**config.mk**
```make
export PLATFORM = sky130hd
export DESIGN_NAME = csp_top
export DESIGN_NICKNAME = d
export VERILOG_FILES = /design/src/csp_pkg.sv /design/src/csp_brg.sv /design/src/csp_top.sv
export SDC_FILE = /design/constraint.sdc
export NUM_CORES = 1
export LEC_CHECK = 0
export BUFFER_PORTS_ARGS = -buffer_cell sky130_fd_sc_hd__buf_2
export CAP_MARGIN = 10
export CORE_MARGIN = 2
export CORE_UTILIZATION = 30
export DETAILED_ROUTE_END_ITERATION = 8
export SLEW_MARGIN = 20
export SYNTH_ARGS = -nofsm -noshare
export SYNTH_HDL_FRONTEND = slang
export SYNTH_SLANG_ARGS = --single-unit
```
**constraint.sdc**
```tcl
create_clock -name core_clk -period 2.1 [get_ports core_clk]
set_input_delay 0.42 -clock core_clk [delete_from_list [all_inputs] [get_ports core_clk]]
set_output_delay 0.42 -clock core_clk [all_outputs]
set_load 0.05 [all_outputs]
```
**src/csp_pkg.sv**
```systemverilog
package csp_pkg;

  // ************************************************************
  // register map and field layout
  // ************************************************************
  localparam logic [1:0] ADDR_CTRL = 2'h0;
  localparam logic [1:0] ADDR_DIV  = 2'h1;
  localparam logic [1:0] ADDR_DATA = 2'h2;
  localparam logic [1:0] ADDR_STAT = 2'h3;

  localparam int CTL_PRE  = 0;
  localparam int CTL_HIZ  = 2;
  localparam int CTL_PIN  = 3;
  localparam int CTL_POL  = 4;
  localparam int CTL_MSB  = 5;
  localparam int CTL_INT  = 6;
  localparam int CTL_IDLE = 7;

  localparam int STAT_BUSY = 0;
  localparam int STAT_HOLD = 1;

  // ************************************************************
  // reset values and counts
  // ************************************************************
  localparam logic [7:0] CTRL_RST = 8'h00;
  localparam logic [7:0] DIV_RST  = 8'h00;
  localparam logic [7:0] DATA_RST = 8'h00;
  localparam int         XFER_BITS = 8;
  localparam logic [4:0] PRE8_LAST  = 5'h07;
  localparam logic [4:0] PRE32_LAST = 5'h1f;

  typedef enum logic [1:0] {
    PRE_DIV1  = 2'b00,
    PRE_DIV8  = 2'b01,
    PRE_DIV32 = 2'b10,
    PRE_RSVD  = 2'b11
  } csp_pre_t;

  typedef enum logic [1:0] {
    ST_IDLE  = 2'b00,
    ST_SHIFT = 2'b01,
    ST_HOLD  = 2'b10
  } csp_state_t;

endpackage

```
**src/csp_brg.sv**
```systemverilog
`timescale 1ns/1ps

module csp_brg #(
  parameter int DIV_W = 8
) (
  input  wire logic             core_clk,
  input  wire logic             rstn,
  input  wire logic             clear,
  input  wire logic [1:0]       pre_sel,
  input  wire logic [DIV_W-1:0] divisor,
  output logic                  half_tick
);

  logic [4:0]       pre_cnt;
  logic [DIV_W-1:0] div_cnt;
  logic             src_tick;

  initial begin
    if (DIV_W < 1 || DIV_W > 16) begin
      $error("csp_brg: unsupported divisor width");
    end
  end

  always_ff @(posedge core_clk or negedge rstn) begin
    if (!rstn) begin
      pre_cnt <= 5'h00;
    end else begin
      pre_cnt <= pre_cnt + 5'h01;
    end
  end

  always_comb begin
    unique case (csp_pkg::csp_pre_t'(pre_sel))
      csp_pkg::PRE_DIV1:  src_tick = 1'b1;
      csp_pkg::PRE_DIV8:  src_tick = (pre_cnt[2:0] == csp_pkg::PRE8_LAST[2:0]);
      csp_pkg::PRE_DIV32: src_tick = (pre_cnt == csp_pkg::PRE32_LAST);
      default:            src_tick = 1'b0;
    endcase
  end

  // half period is n+1 source ticks
  always_ff @(posedge core_clk or negedge rstn) begin
    if (!rstn) begin
      div_cnt   <= '0;
      half_tick <= 1'b0;
    end else if (clear) begin
      div_cnt   <= '0;
      half_tick <= 1'b0;
    end else if (src_tick && div_cnt == divisor) begin
      div_cnt   <= '0;
      half_tick <= 1'b1;
    end else begin
      div_cnt   <= src_tick ? div_cnt + 1'b1 : div_cnt;
      half_tick <= 1'b0;
    end
  end

endmodule

```
**src/csp_top.sv**
```systemverilog
`timescale 1ns/1ps

// How it works
// - each transfer shifts eight bits out while eight bits come in
// - internal clock rate is chosen prescaled source over 2(n+1)
// - clock source bit 0 takes transfer clock from the clock pin
// - a write to the shift data register is the only start
// - done event on last pulse's rising edge, falling if polarity 1
// - software picks LSB first or MSB first
// - software picks which clock edge outputs and samples data
// - external clock: idle serial output sits at software-chosen level
// - external clock: back-to-back bytes keep last bit between bytes
// - shifter follows every arriving pulse; peer stops after eight
// - internal transfer clock stops itself after eighth pulse
// - internal clock: last bit held half period, then high impedance
// - a write during that hold releases the output at once
// - stopped internal clock rests high for polarity 0, low for 1
// - serial output is port pin, data output or high impedance
// - clock pin is port pin, clock input or clock output
// - high impedance select floats the pins whatever their function
module csp_top #(
  parameter int DATA_W = csp_pkg::XFER_BITS
) (
  input  wire logic        core_clk,
  input  wire logic        rstn,
  input  wire logic [1:0]  reg_addr,
  input  wire logic [7:0]  reg_wdata,
  input  wire logic        reg_wr,
  input  wire logic        reg_rd,
  output logic      [7:0]  reg_rdata,
  input  wire logic        sclk_i,
  output logic             sclk_o,
  output logic             sclk_oe,
  input  wire logic        sin_i,
  output logic             sout_o,
  output logic             sout_oe,
  output logic             xfer_done_irq
);

  initial begin
    if (DATA_W != csp_pkg::XFER_BITS) begin
      $error("csp_top: only eight-bit transfers are supported");
    end
  end

  // ************************************************************
  // registers and decode
  // ************************************************************
  logic [7:0]              ctrl;
  logic [7:0]              divisor;
  logic [7:0]              sh;
  logic [2:0]              bit_cnt;
  logic                    drv;
  csp_pkg::csp_state_t     state;
  logic                    wr_ctrl;
  logic                    wr_div;
  logic                    wr_data;
  logic                    use_int;
  logic                    pol;
  logic                    half_tick;

  assign wr_ctrl = reg_wr && reg_addr == csp_pkg::ADDR_CTRL;
  assign wr_div  = reg_wr && reg_addr == csp_pkg::ADDR_DIV;
  assign wr_data = reg_wr && reg_addr == csp_pkg::ADDR_DATA;
  assign use_int = ctrl[csp_pkg::CTL_INT];
  assign pol     = ctrl[csp_pkg::CTL_POL];

  always_ff @(posedge core_clk or negedge rstn) begin
    if (!rstn) begin
      ctrl    <= csp_pkg::CTRL_RST;
      divisor <= csp_pkg::DIV_RST;
    end else begin
      if (wr_ctrl) begin
        ctrl <= reg_wdata;
      end
      if (wr_div) begin
        divisor <= reg_wdata;
      end
    end
  end

  always_ff @(posedge core_clk or negedge rstn) begin
    if (!rstn) begin
      reg_rdata <= 8'h00;
    end else if (reg_rd) begin
      unique case (reg_addr)
        csp_pkg::ADDR_CTRL: reg_rdata <= ctrl;
        csp_pkg::ADDR_DIV:  reg_rdata <= divisor;
        csp_pkg::ADDR_DATA: reg_rdata <= sh;
        csp_pkg::ADDR_STAT: begin
          reg_rdata                     <= 8'h00;
          reg_rdata[csp_pkg::STAT_BUSY] <= (state == csp_pkg::ST_SHIFT);
          reg_rdata[csp_pkg::STAT_HOLD] <= (state == csp_pkg::ST_HOLD);
        end
      endcase
    end else begin
      reg_rdata <= 8'h00;
    end
  end

  // ************************************************************
  // pin synchronisers and edge detection
  // ************************************************************
  logic sclk_m;
  logic sclk_s;
  logic sclk_d;
  logic sin_m;
  logic sin_s;

  always_ff @(posedge core_clk or negedge rstn) begin
    if (!rstn) begin
      sclk_m <= 1'b1;
      sclk_s <= 1'b1;
      sclk_d <= 1'b1;
      sin_m  <= 1'b0;
      sin_s  <= 1'b0;
    end else begin
      sclk_m <= sclk_i;
      sclk_s <= sclk_m;
      sclk_d <= sclk_s;
      sin_m  <= sin_i;
      sin_s  <= sin_m;
    end
  end

  logic ext_rise;
  logic ext_fall;
  logic int_edge;
  logic lead;
  logic trail;
  logic done;

  assign ext_rise = sclk_s && !sclk_d;
  assign ext_fall = !sclk_s && sclk_d;
  assign int_edge = half_tick && state == csp_pkg::ST_SHIFT;

  // polarity 0 outputs on falling, samples on rising
  // external pin edges replace the generator
  always_comb begin
    if (use_int) begin
      lead  = int_edge && (sclk_o == !pol);
      trail = int_edge && (sclk_o == pol);
    end else begin
      lead  = pol ? ext_rise : ext_fall;
      trail = pol ? ext_fall : ext_rise;
    end
  end

  // done on the trailing edge of the eighth pulse
  assign done = trail && state == csp_pkg::ST_SHIFT && bit_cnt == 3'h7;

  csp_brg #(
    .DIV_W (8)
  ) u_brg (
    .core_clk  (core_clk),
    .rstn      (rstn),
    .clear     (wr_data || state == csp_pkg::ST_IDLE),
    .pre_sel   (ctrl[csp_pkg::CTL_PRE +: 2]),
    .divisor   (divisor),
    .half_tick (half_tick)
  );

  // ************************************************************
  // transfer sequencing
  // ************************************************************
  // start on data write
  always_ff @(posedge core_clk or negedge rstn) begin
    if (!rstn) begin
      state <= csp_pkg::ST_IDLE;
    end else if (wr_data) begin
      state <= csp_pkg::ST_SHIFT;
    end else begin
      unique case (state)
        csp_pkg::ST_IDLE:  state <= csp_pkg::ST_IDLE;
        csp_pkg::ST_SHIFT: begin
          if (done) begin
            state <= use_int ? csp_pkg::ST_HOLD : csp_pkg::ST_IDLE;
          end
        end
        csp_pkg::ST_HOLD: begin
          if (half_tick || !use_int) begin
            state <= csp_pkg::ST_IDLE;
          end
        end
        default: state <= csp_pkg::ST_IDLE;
      endcase
    end
  end

  // generated clock toggles only while shifting
  // rest level is the inverse of polarity
  always_ff @(posedge core_clk or negedge rstn) begin
    if (!rstn) begin
      sclk_o <= 1'b1;
    end else if (state != csp_pkg::ST_SHIFT || !use_int) begin
      sclk_o <= !pol;
    end else if (half_tick) begin
      sclk_o <= !sclk_o;
    end
  end

  // external pulses keep shifting past eight
  // received bits fill the same register
  // shift direction from bit order select
  always_ff @(posedge core_clk or negedge rstn) begin
    if (!rstn) begin
      sh      <= csp_pkg::DATA_RST;
      bit_cnt <= 3'h0;
    end else if (wr_data) begin
      sh      <= reg_wdata;
      bit_cnt <= 3'h0;
    end else if (trail && (state == csp_pkg::ST_SHIFT || !use_int)) begin
      sh      <= ctrl[csp_pkg::CTL_MSB] ? {sh[6:0], sin_s} : {sin_s, sh[7:1]};
      bit_cnt <= bit_cnt + 3'h1;
    end
  end

  always_ff @(posedge core_clk or negedge rstn) begin
    if (!rstn) begin
      xfer_done_irq <= 1'b0;
    end else begin
      xfer_done_irq <= done;
    end
  end

  // ************************************************************
  // pin drivers
  // ************************************************************
  // idle level loads only on a control write
  // otherwise the last bit stays between bytes
  always_ff @(posedge core_clk or negedge rstn) begin
    if (!rstn) begin
      sout_o <= 1'b0;
    end else if (wr_ctrl && !reg_wdata[csp_pkg::CTL_INT] && state == csp_pkg::ST_IDLE) begin
      sout_o <= reg_wdata[csp_pkg::CTL_IDLE];
    end else if (lead && (state == csp_pkg::ST_SHIFT || !use_int)) begin
      sout_o <= ctrl[csp_pkg::CTL_MSB] ? sh[7] : sh[0];
    end
  end

  // first lead edge has put a bit out; avoids driving stale data
  always_ff @(posedge core_clk or negedge rstn) begin
    if (!rstn) begin
      drv <= 1'b0;
    end else if (wr_data) begin
      drv <= 1'b0;
    end else if (lead) begin
      drv <= 1'b1;
    end
  end

  logic pins_on;
  assign pins_on = ctrl[csp_pkg::CTL_PIN] && !ctrl[csp_pkg::CTL_HIZ];

  // port pin, data output or high impedance
  // a write during hold floats at once
  always_ff @(posedge core_clk or negedge rstn) begin
    if (!rstn) begin
      sout_oe <= 1'b0;
    end else if (!pins_on) begin
      sout_oe <= 1'b0;
    end else if (!use_int) begin
      sout_oe <= 1'b1;
    end else begin
      sout_oe <= !wr_data && ((state == csp_pkg::ST_SHIFT && drv) || state == csp_pkg::ST_HOLD);
    end
  end

  // clock pin drives only for the internal clock
  always_ff @(posedge core_clk or negedge rstn) begin
    if (!rstn) begin
      sclk_oe <= 1'b0;
    end else begin
      sclk_oe <= pins_on && use_int;
    end
  end
endmodule

```
==> flow_summary.json, run 1 <==
{
  "outcome": "finished clean",
  "synth_top_family_by_area": "simple AND/OR/NAND/NOR gates",
  "grt_pass1_vias": 2001,
  "synth-seq-cells": 62,
  "detail_route.iter0.violations": 103,
  "vias_per_cell": 4.710,
  "r2r-start": "u_brg.pre_cnt[0]",
  "rr_worst_depth": 8,
  "worst_slack_ns": 0.2752,
  "first_pass_iters": 4,
  "maxCapViolCount": 0,
  "critPathArrivalTime_ns": 2.05,
  "insertion_delay_ns": 0.34,
  "clockRootBuffer": "clkbuf_8",
  "io_pins": 29,
  "final_common_cell": "dfrtp_1",
  "finalSetupViolations": 0,
  "grt_antenna_before_repair": 0,
  "fillers": 964,
  "worstSetupEndpointType": "flop",
  "postCtsSetupRepairBufs": 0,
  "final_cell_mix": "dfrtp_1, buf_2, mux2i_1, mux2_1, nor2_1",
  "die_width_um": 103.2,
  "synth_fa_ha_area_frac": 0.02542,
  "rsz0062_at_grt": "no",
  "relSlewSlack": 0.6444,
  "grt_pass1_wl_mm": 10.41,
  "syn_area_per_cell_um2": 12.20,
  "drc": 0,
  "syn-num-nets": 264,
  "yosysTopAreaCell": "dfrtp_1",
  "p_leak_uw": 0.001558,
  "finClkSkew_ns": 0.008613,
  "peakVddDrop_uv": 410.5,
  "grt_use_total": 0.1317,
  "synthDistinctLibCells": 43,
  "pwr-share-comb": 0.239,
  "fin_crit_sh": 0.8690,
  "postLayoutCellArea_mm2": 0.003445,
  "synth_compound_area_frac": 0.1004,
  "ff_latch_area_mm2": 0.001556,
  "antenna_cells": 0,
  "synth_edf_count": 0,
  "wl_mm": 6.113,
  "setup_tns_ns": 0,
  "synthArstFlopShare": 1.000,
  "synthCells": 242,
  "finalCriticalPeriod_ns": 1.825,
  "critical_path_class": "flop to flop",
  "cts_tree": "yes",
  "placed_cells_incl_taps": 398,
  "hold_path.class": "input pin to async pin",
  "cts_resized": 0,
  "p_int_uw": 2326,
  "synth-simple-area-share": 0.1386,
  "power_uw": 3515,
  "synth.mux.area_fraction": 0.1343,
  "instances_no_fill": 414,
  "wl_per_cell_um": 14.77,
  "clockPowerShare": 0.286,
  "dp_hpwl_mm": 4.353,
  "synth_warnings": 0,
  "seqPwrFrac": 0.475,
  "core_area_mm2": 0.009684,
  "multi_input_area_mm2": 0.001326,
  "cts_buffer_depth": 2,
  "switching_share": 0.3383,
  "max_clock_freq_mhz": 548.0,
  "cts_buffers": 9,
  "p_sw_uw": 1189,
  "rows": 36,
  "grt_remaining_overflow": 0,
  "grt_max_degree": 63,
  "critPathLaunch": "u_brg.pre_cnt[0]",
  "area_delta_synth_final_pct": 16.65,
  "synth_flop_cell": "dfrtp_1",
  "cts.reportedPaths.clkPinSlew_ns": 0.08,
  "start_util": 0.3049,
  "cp.required_ns": 2.32,
  "path_max_fanout": 8,
  "powerDensity_mw_per_mm2": 1021,
  "yosys-top-cells-area": "dfrtp_1, mux2_1, mux2i_1",
  "die_area_mm2": 0.01065,
  "placed_area_mm2": 0.003251,
  "vias": 1950,
  "hold_viol": 0,
  "ant_nets": 0,
  "cts_hold_buf": 0,
  "startpoint_type": "flop",
  "num-nets-final": 298,
  "die_y_um": 103.2,
  "synth_area_mm2": 0.002953,
  "yosys.area.top_type_share": 0.4915,
  "synth_seq_area_share": 0.5271,
  "synth-xor-area-share": 0.05042,
  "drive_gt1_frac": 0.2278,
  "clock-sinks": 62,
  "htreeDepth": 3,
  "tightest_slew_ns": 0.5334,
  "drv_slew": 0,
  "port_buffers": 28,
  "gp_congestion": 0.8064,
  "pre_cts_ws_ns": 0.2744
}
worst paths after layout:
path                       slack, ns                to
max                             0.28  u_brg.div_cnt[6]
min                             0.07           sclk_oe
max reg2reg                     0.28  u_brg.div_cnt[6]
min reg2reg                     0.35             sin_s
max in group asynchronous       1.70            sclk_o
min in group core_clk           0.18            sclk_m
worst max-delay path, cell delays in order (launching register included):
cell	delay, ns
dfrtp_1	0.40
ha_1	0.22
and3_1	0.15
ha_1	0.17
nor2b_1	0.13
a21oi_2	0.09
nand2b_1	0.13
nor2_1	0.08
a221o_1	0.34
per-stage QoR:
stage / utilization / hold slack (ns)
4_1_cts: 0.3557 / 0.09133
3_5_place_dp: 0.3357 / 0.3347
6_report: 0.3557 / 0.06930
3_3_place_gp: 0.3357 / 0.3353
5_1_grt: 0.3557 / 0.08367
2_1_floorplan: - / 0.1244
sequential cells by signal (all words and copies together), names as in the netlist, 2 cells and up:
name	count
state	2
bit_cnt	3
ctrl	8
divisor	8
u_brg.div_cnt	8
reg_rdata	8
sh	8
u_brg.pre_cnt	5
routing by layer:
metal  routed length, um  vias to the layer above  track usage
li1                    -                      940            -
met1                2870                      965       0.1707
met2                2908                       37       0.2113
met3                 231                        8      0.03696
met4                 103                        0      0.04858
met5                   0                        -            0
final cells by class:
type / count / area share
inverter: 1 / 0.001090
sequential: 62 / 0.4519
tap: 133 / 0.04831
clock buffer: 12 / 0.04795
multi-input combinational: 168 / 0.3850
timing repair buffer: 34 / 0.05739
clock inverter: 4 / 0.008355
Yosys cell counts (2+ instances only):
cell and count:
a21o_1 2, a21oi_1 2, a21oi_2 2, a22o_1 3, and2_1 10, and3_1 5, and3b_1 5, buf_1 2
buf_2 5, buf_6 2, dfrtp_1 58, dfstp_2 4, ha_1 6, mux2_1 16, mux2i_1 16, mux4_2 2
nand2_1 11, nand2b_1 2, nand3_1 11, nand4_1 3, nor2_1 15, nor2b_1 4, nor3_1 3, o2111ai_1 2
o21ai_0 6, o21ai_1 6, o221a_1 8, xnor2_1 12, xor2_1 5
kinds of logic after synthesis:
kind of cell	after synthesis
simple gates	74
mux	35
flops	62
compound gates	36
fa+ha+maj	6
buf+inv	12
xor+xnor	17
power groups by stage:
stage          clock, uW  combinational, uW  sequential (uW)
2_1_floorplan          0                533             1760
3_3_place_gp           0                833             1690
3_5_place_dp           0                847             1690
4_1_cts             1030                851             1670
5_1_grt             1100                934             1710
6_report            1010                839             1670
(Power assumes the default switching activity.)
==> run 2: changes to the inputs <==
--- a/config.mk
+++ b/config.mk
@@ -13,4 +13,5 @@
 export SLEW_MARGIN = 20
 export SYNTH_ARGS = -nofsm -noshare
 export SYNTH_HDL_FRONTEND = slang
+export SYNTH_HIERARCHICAL = 1
 export SYNTH_SLANG_ARGS = --single-unit
==> flow_summary.json, run 2 <==
{
  "utilization": 0.3624,
  "die_area_mm2": 0.01130,
  "port_buffers": 28,
  "drive_gt1_frac": 0.3301,
  "finalSetupViolations": 0,
  "postCtsSetupRepairBufs": 0,
  "reg2reg_setup_slack_ns": 0.25,
  "hold_viol": 0,
  "power_uw": 3928,
  "synth_flop_cell": "dfrtp_1",
  "cts_buffers": 9,
  "htreeDepth": 3,
  "grt_antenna_before_repair": 0,
  "detail_route.iter0.violations": 114,
  "startpoint_type": "flop",
  "clock-sinks": 62,
  "wl_met3_um": 327,
  "syn-num-nets": 286,
  "whs_ns": 0.07083,
  "grt_use_total": 0.1309,
  "cp_top_family": "simple AND/OR/NAND/NOR gates",
  "fin_crit_sh": 0.8795,
  "synth_edf_count": 0,
  "wl_met2_mm": 3.199,
  "dp_hpwl_mm": 4.899,
  "cpPeakStageDelay_ns": 0.37,
  "first_pass_iters": 4,
  "cp.required_ns": 2.33,
  "met1_length_mm": 3.116,
  "die_y_um": 106.3,
  "peakVddDrop_uv": 396.1,
  "rsz0062_at_grt": "no",
  "grt_pass1_wl_mm": 11.29,
  "synth_most_common_cell": "dfrtp_1",
  "wl_mm": 6.769,
  "synth_area_mm2": 0.003139,
  "insertion_delay_ns": 0.35,
  "routed.top_layer": "met4",
  "path_max_fanout": 9,
  "synthTopCellsByCount": "dfrtp_1, nand2_1, mux2_2, nor2b_1, o21ai_0",
  "critical_path_class": "flop to flop",
  "critPathSlowestCell": "dfrtp_1",
  "grt_pass1_vias": 2120,
  "grt_max_degree": 63,
  "crit_top_cell": "ha_1",
  "final_common_cell": "dfrtp_1",
  "p_leak_uw": 0.001637,
  "crit_chain": "ha_1 -> and3_1 -> ha_1 -> and2b_1 -> a21oi_4 -> nand3_1 -> nand2b_2 -> nor2_1",
  "synth-seq-cells": 62,
  "cts_tree": "yes",
  "rows": 37,
  "yosys.area.top_type_share": 0.4623,
  "synth_seq_area_share": 0.4958,
  "worst-path-buf-inv": 0,
  "synthDistinctLibCells": 52,
  "max_clock_freq_mhz": 541.4,
  "finClkSkew_ns": 0.01185,
  "vias": 2130,
  "gp_congestion": 0.7945,
  "relSlewSlack": 0.4480,
  "setup_tns_ns": 0,
  "ant_nets": 0,
  "outcome": "finished clean",
  "core_area_mm2": 0.01023,
  "num-nets-final": 323,
  "powerDensity_mw_per_mm2": 1060,
  "die_width_um": 106.3,
  "cts_buffer_depth": 2,
  "finalCriticalPeriod_ns": 1.847,
  "worstSetupEndpointType": "flop",
  "yosysTopAreaCell": "dfrtp_1",
  "maxCapViolCount": 0,
  "final_cell_mix": "dfrtp_1, buf_2, nand2_1",
  "critPathArrivalTime_ns": 2.07,
  "clockRootBuffer": "clkbuf_8",
  "wl_per_cell_um": 15.31,
  "start_util": 0.3068,
  "syn_area_per_cell_um2": 11.89,
  "hold_path.class": "input pin to async pin",
  "drc": 0,
  "drv_slew": 0,
  "synth_warnings": 6,
  "synthArstFlopShare": 1.000,
  "tightest_slew_ns": 0.8193,
  "postLayoutCellArea_mm2": 0.003707,
  "area_delta_synth_final_pct": 18.09,
  "io_pins": 29,
  "synthCells": 264,
  "cts.reportedPaths.clkPinSlew_ns": 0.07,
  "antenna_cells": 0,
  "placed_area_mm2": 0.003457,
  "vias_per_cell": 4.819,
  "yosys-top-cells-area": "dfrtp_1, mux2_2, xor2_1",
  "grt_remaining_overflow": 0,
  "fillers": 999
}
==> run 2: cell types whose count changed in the layout (fill, tap and decap cells not counted), sizes merged, moves of 6 or more <==
| cell | previous run | this run |
|---|---|---|
| nand2 | 11 | 18 |
| a221oi | 0 | 8 |
| mux2i | 16 | 7 |
| xnor2 | 12 | 3 |
| nand3 | 12 | 4 |
| o21ai | 13 | 21 |
| buf | 34 | 40 |
| o31ai | 0 | 11 |
| o221a | 8 | 0 |
| nor2b | 4 | 16 |
| xor2 | 5 | 14 |
==> run 2: kinds of logic after synthesis <==
family,after synthesis,synth area share
AND/OR/NAND/NOR,77,0.1499
multiplexers,25,0.09406
adder cells (fa/ha/maj),6,0.02391
AO/OA/AOI/OAI,57,0.1491
buffers and inverters,20,0.03746
XOR/XNOR,17,0.04982
flip-flops,62,0.4958
==> run 2: through the flow <==
stage	cells	worst slack, ns
finish	442	0.2530
global route	442	0.09048
CTS	442	0.07872
detailed placement	426	0.08648
global placement	426	0.1593
floorplan	264	0.4073
==> run 2: what timing repair did <==
item / CTS / global route
setup endpoints to repair: 0 / 10
hold buffers: 0 / 0
resized for setup: 0 / 2
==> run 2: path summary, 6_finish.rpt <==
kind                            cells after the start              from               end
worst max-delay path                                8  u_brg/pre_cnt[0]  u_brg/div_cnt[2]
worst min-delay path                                2              rstn             sin_m
worst max register to register                      8  u_brg/pre_cnt[0]  u_brg/div_cnt[2]
worst min register to register                      0             sin_m             sin_s
max in group asynchronous                           2              rstn            sclk_o
min in group core_clk                               1            sclk_i            sclk_m
==> run 2: area by class of cell <==
cell class / instances / area, um2 / area share
timing repair buffer: 40 / 242.7 / 0.06547
multi-input combinational: 182 / 1470 / 0.3966
tap: 136 / 170.2 / 0.04590
sequential: 62 / 1556 / 0.4198
clock inverter: 7 / 121.4 / 0.03274
clock buffer: 9 / 123.9 / 0.03341
inverter: 6 / 22.52 / 0.006075
==> run 2: per-layer routing <==
metal / vias to the layer above / track usage
li1: 1023 / -
met1: 1049 / 0.1715
met2: 49 / 0.2015
met3: 9 / 0.03924
met4: 0 / 0.05451
met5: - / 0
==> run 2: power breakdown <==
part | internal, uW | switching (uW)
clock | 794 | 506
sequential | 1430 | 240
combinational | 408 | 554
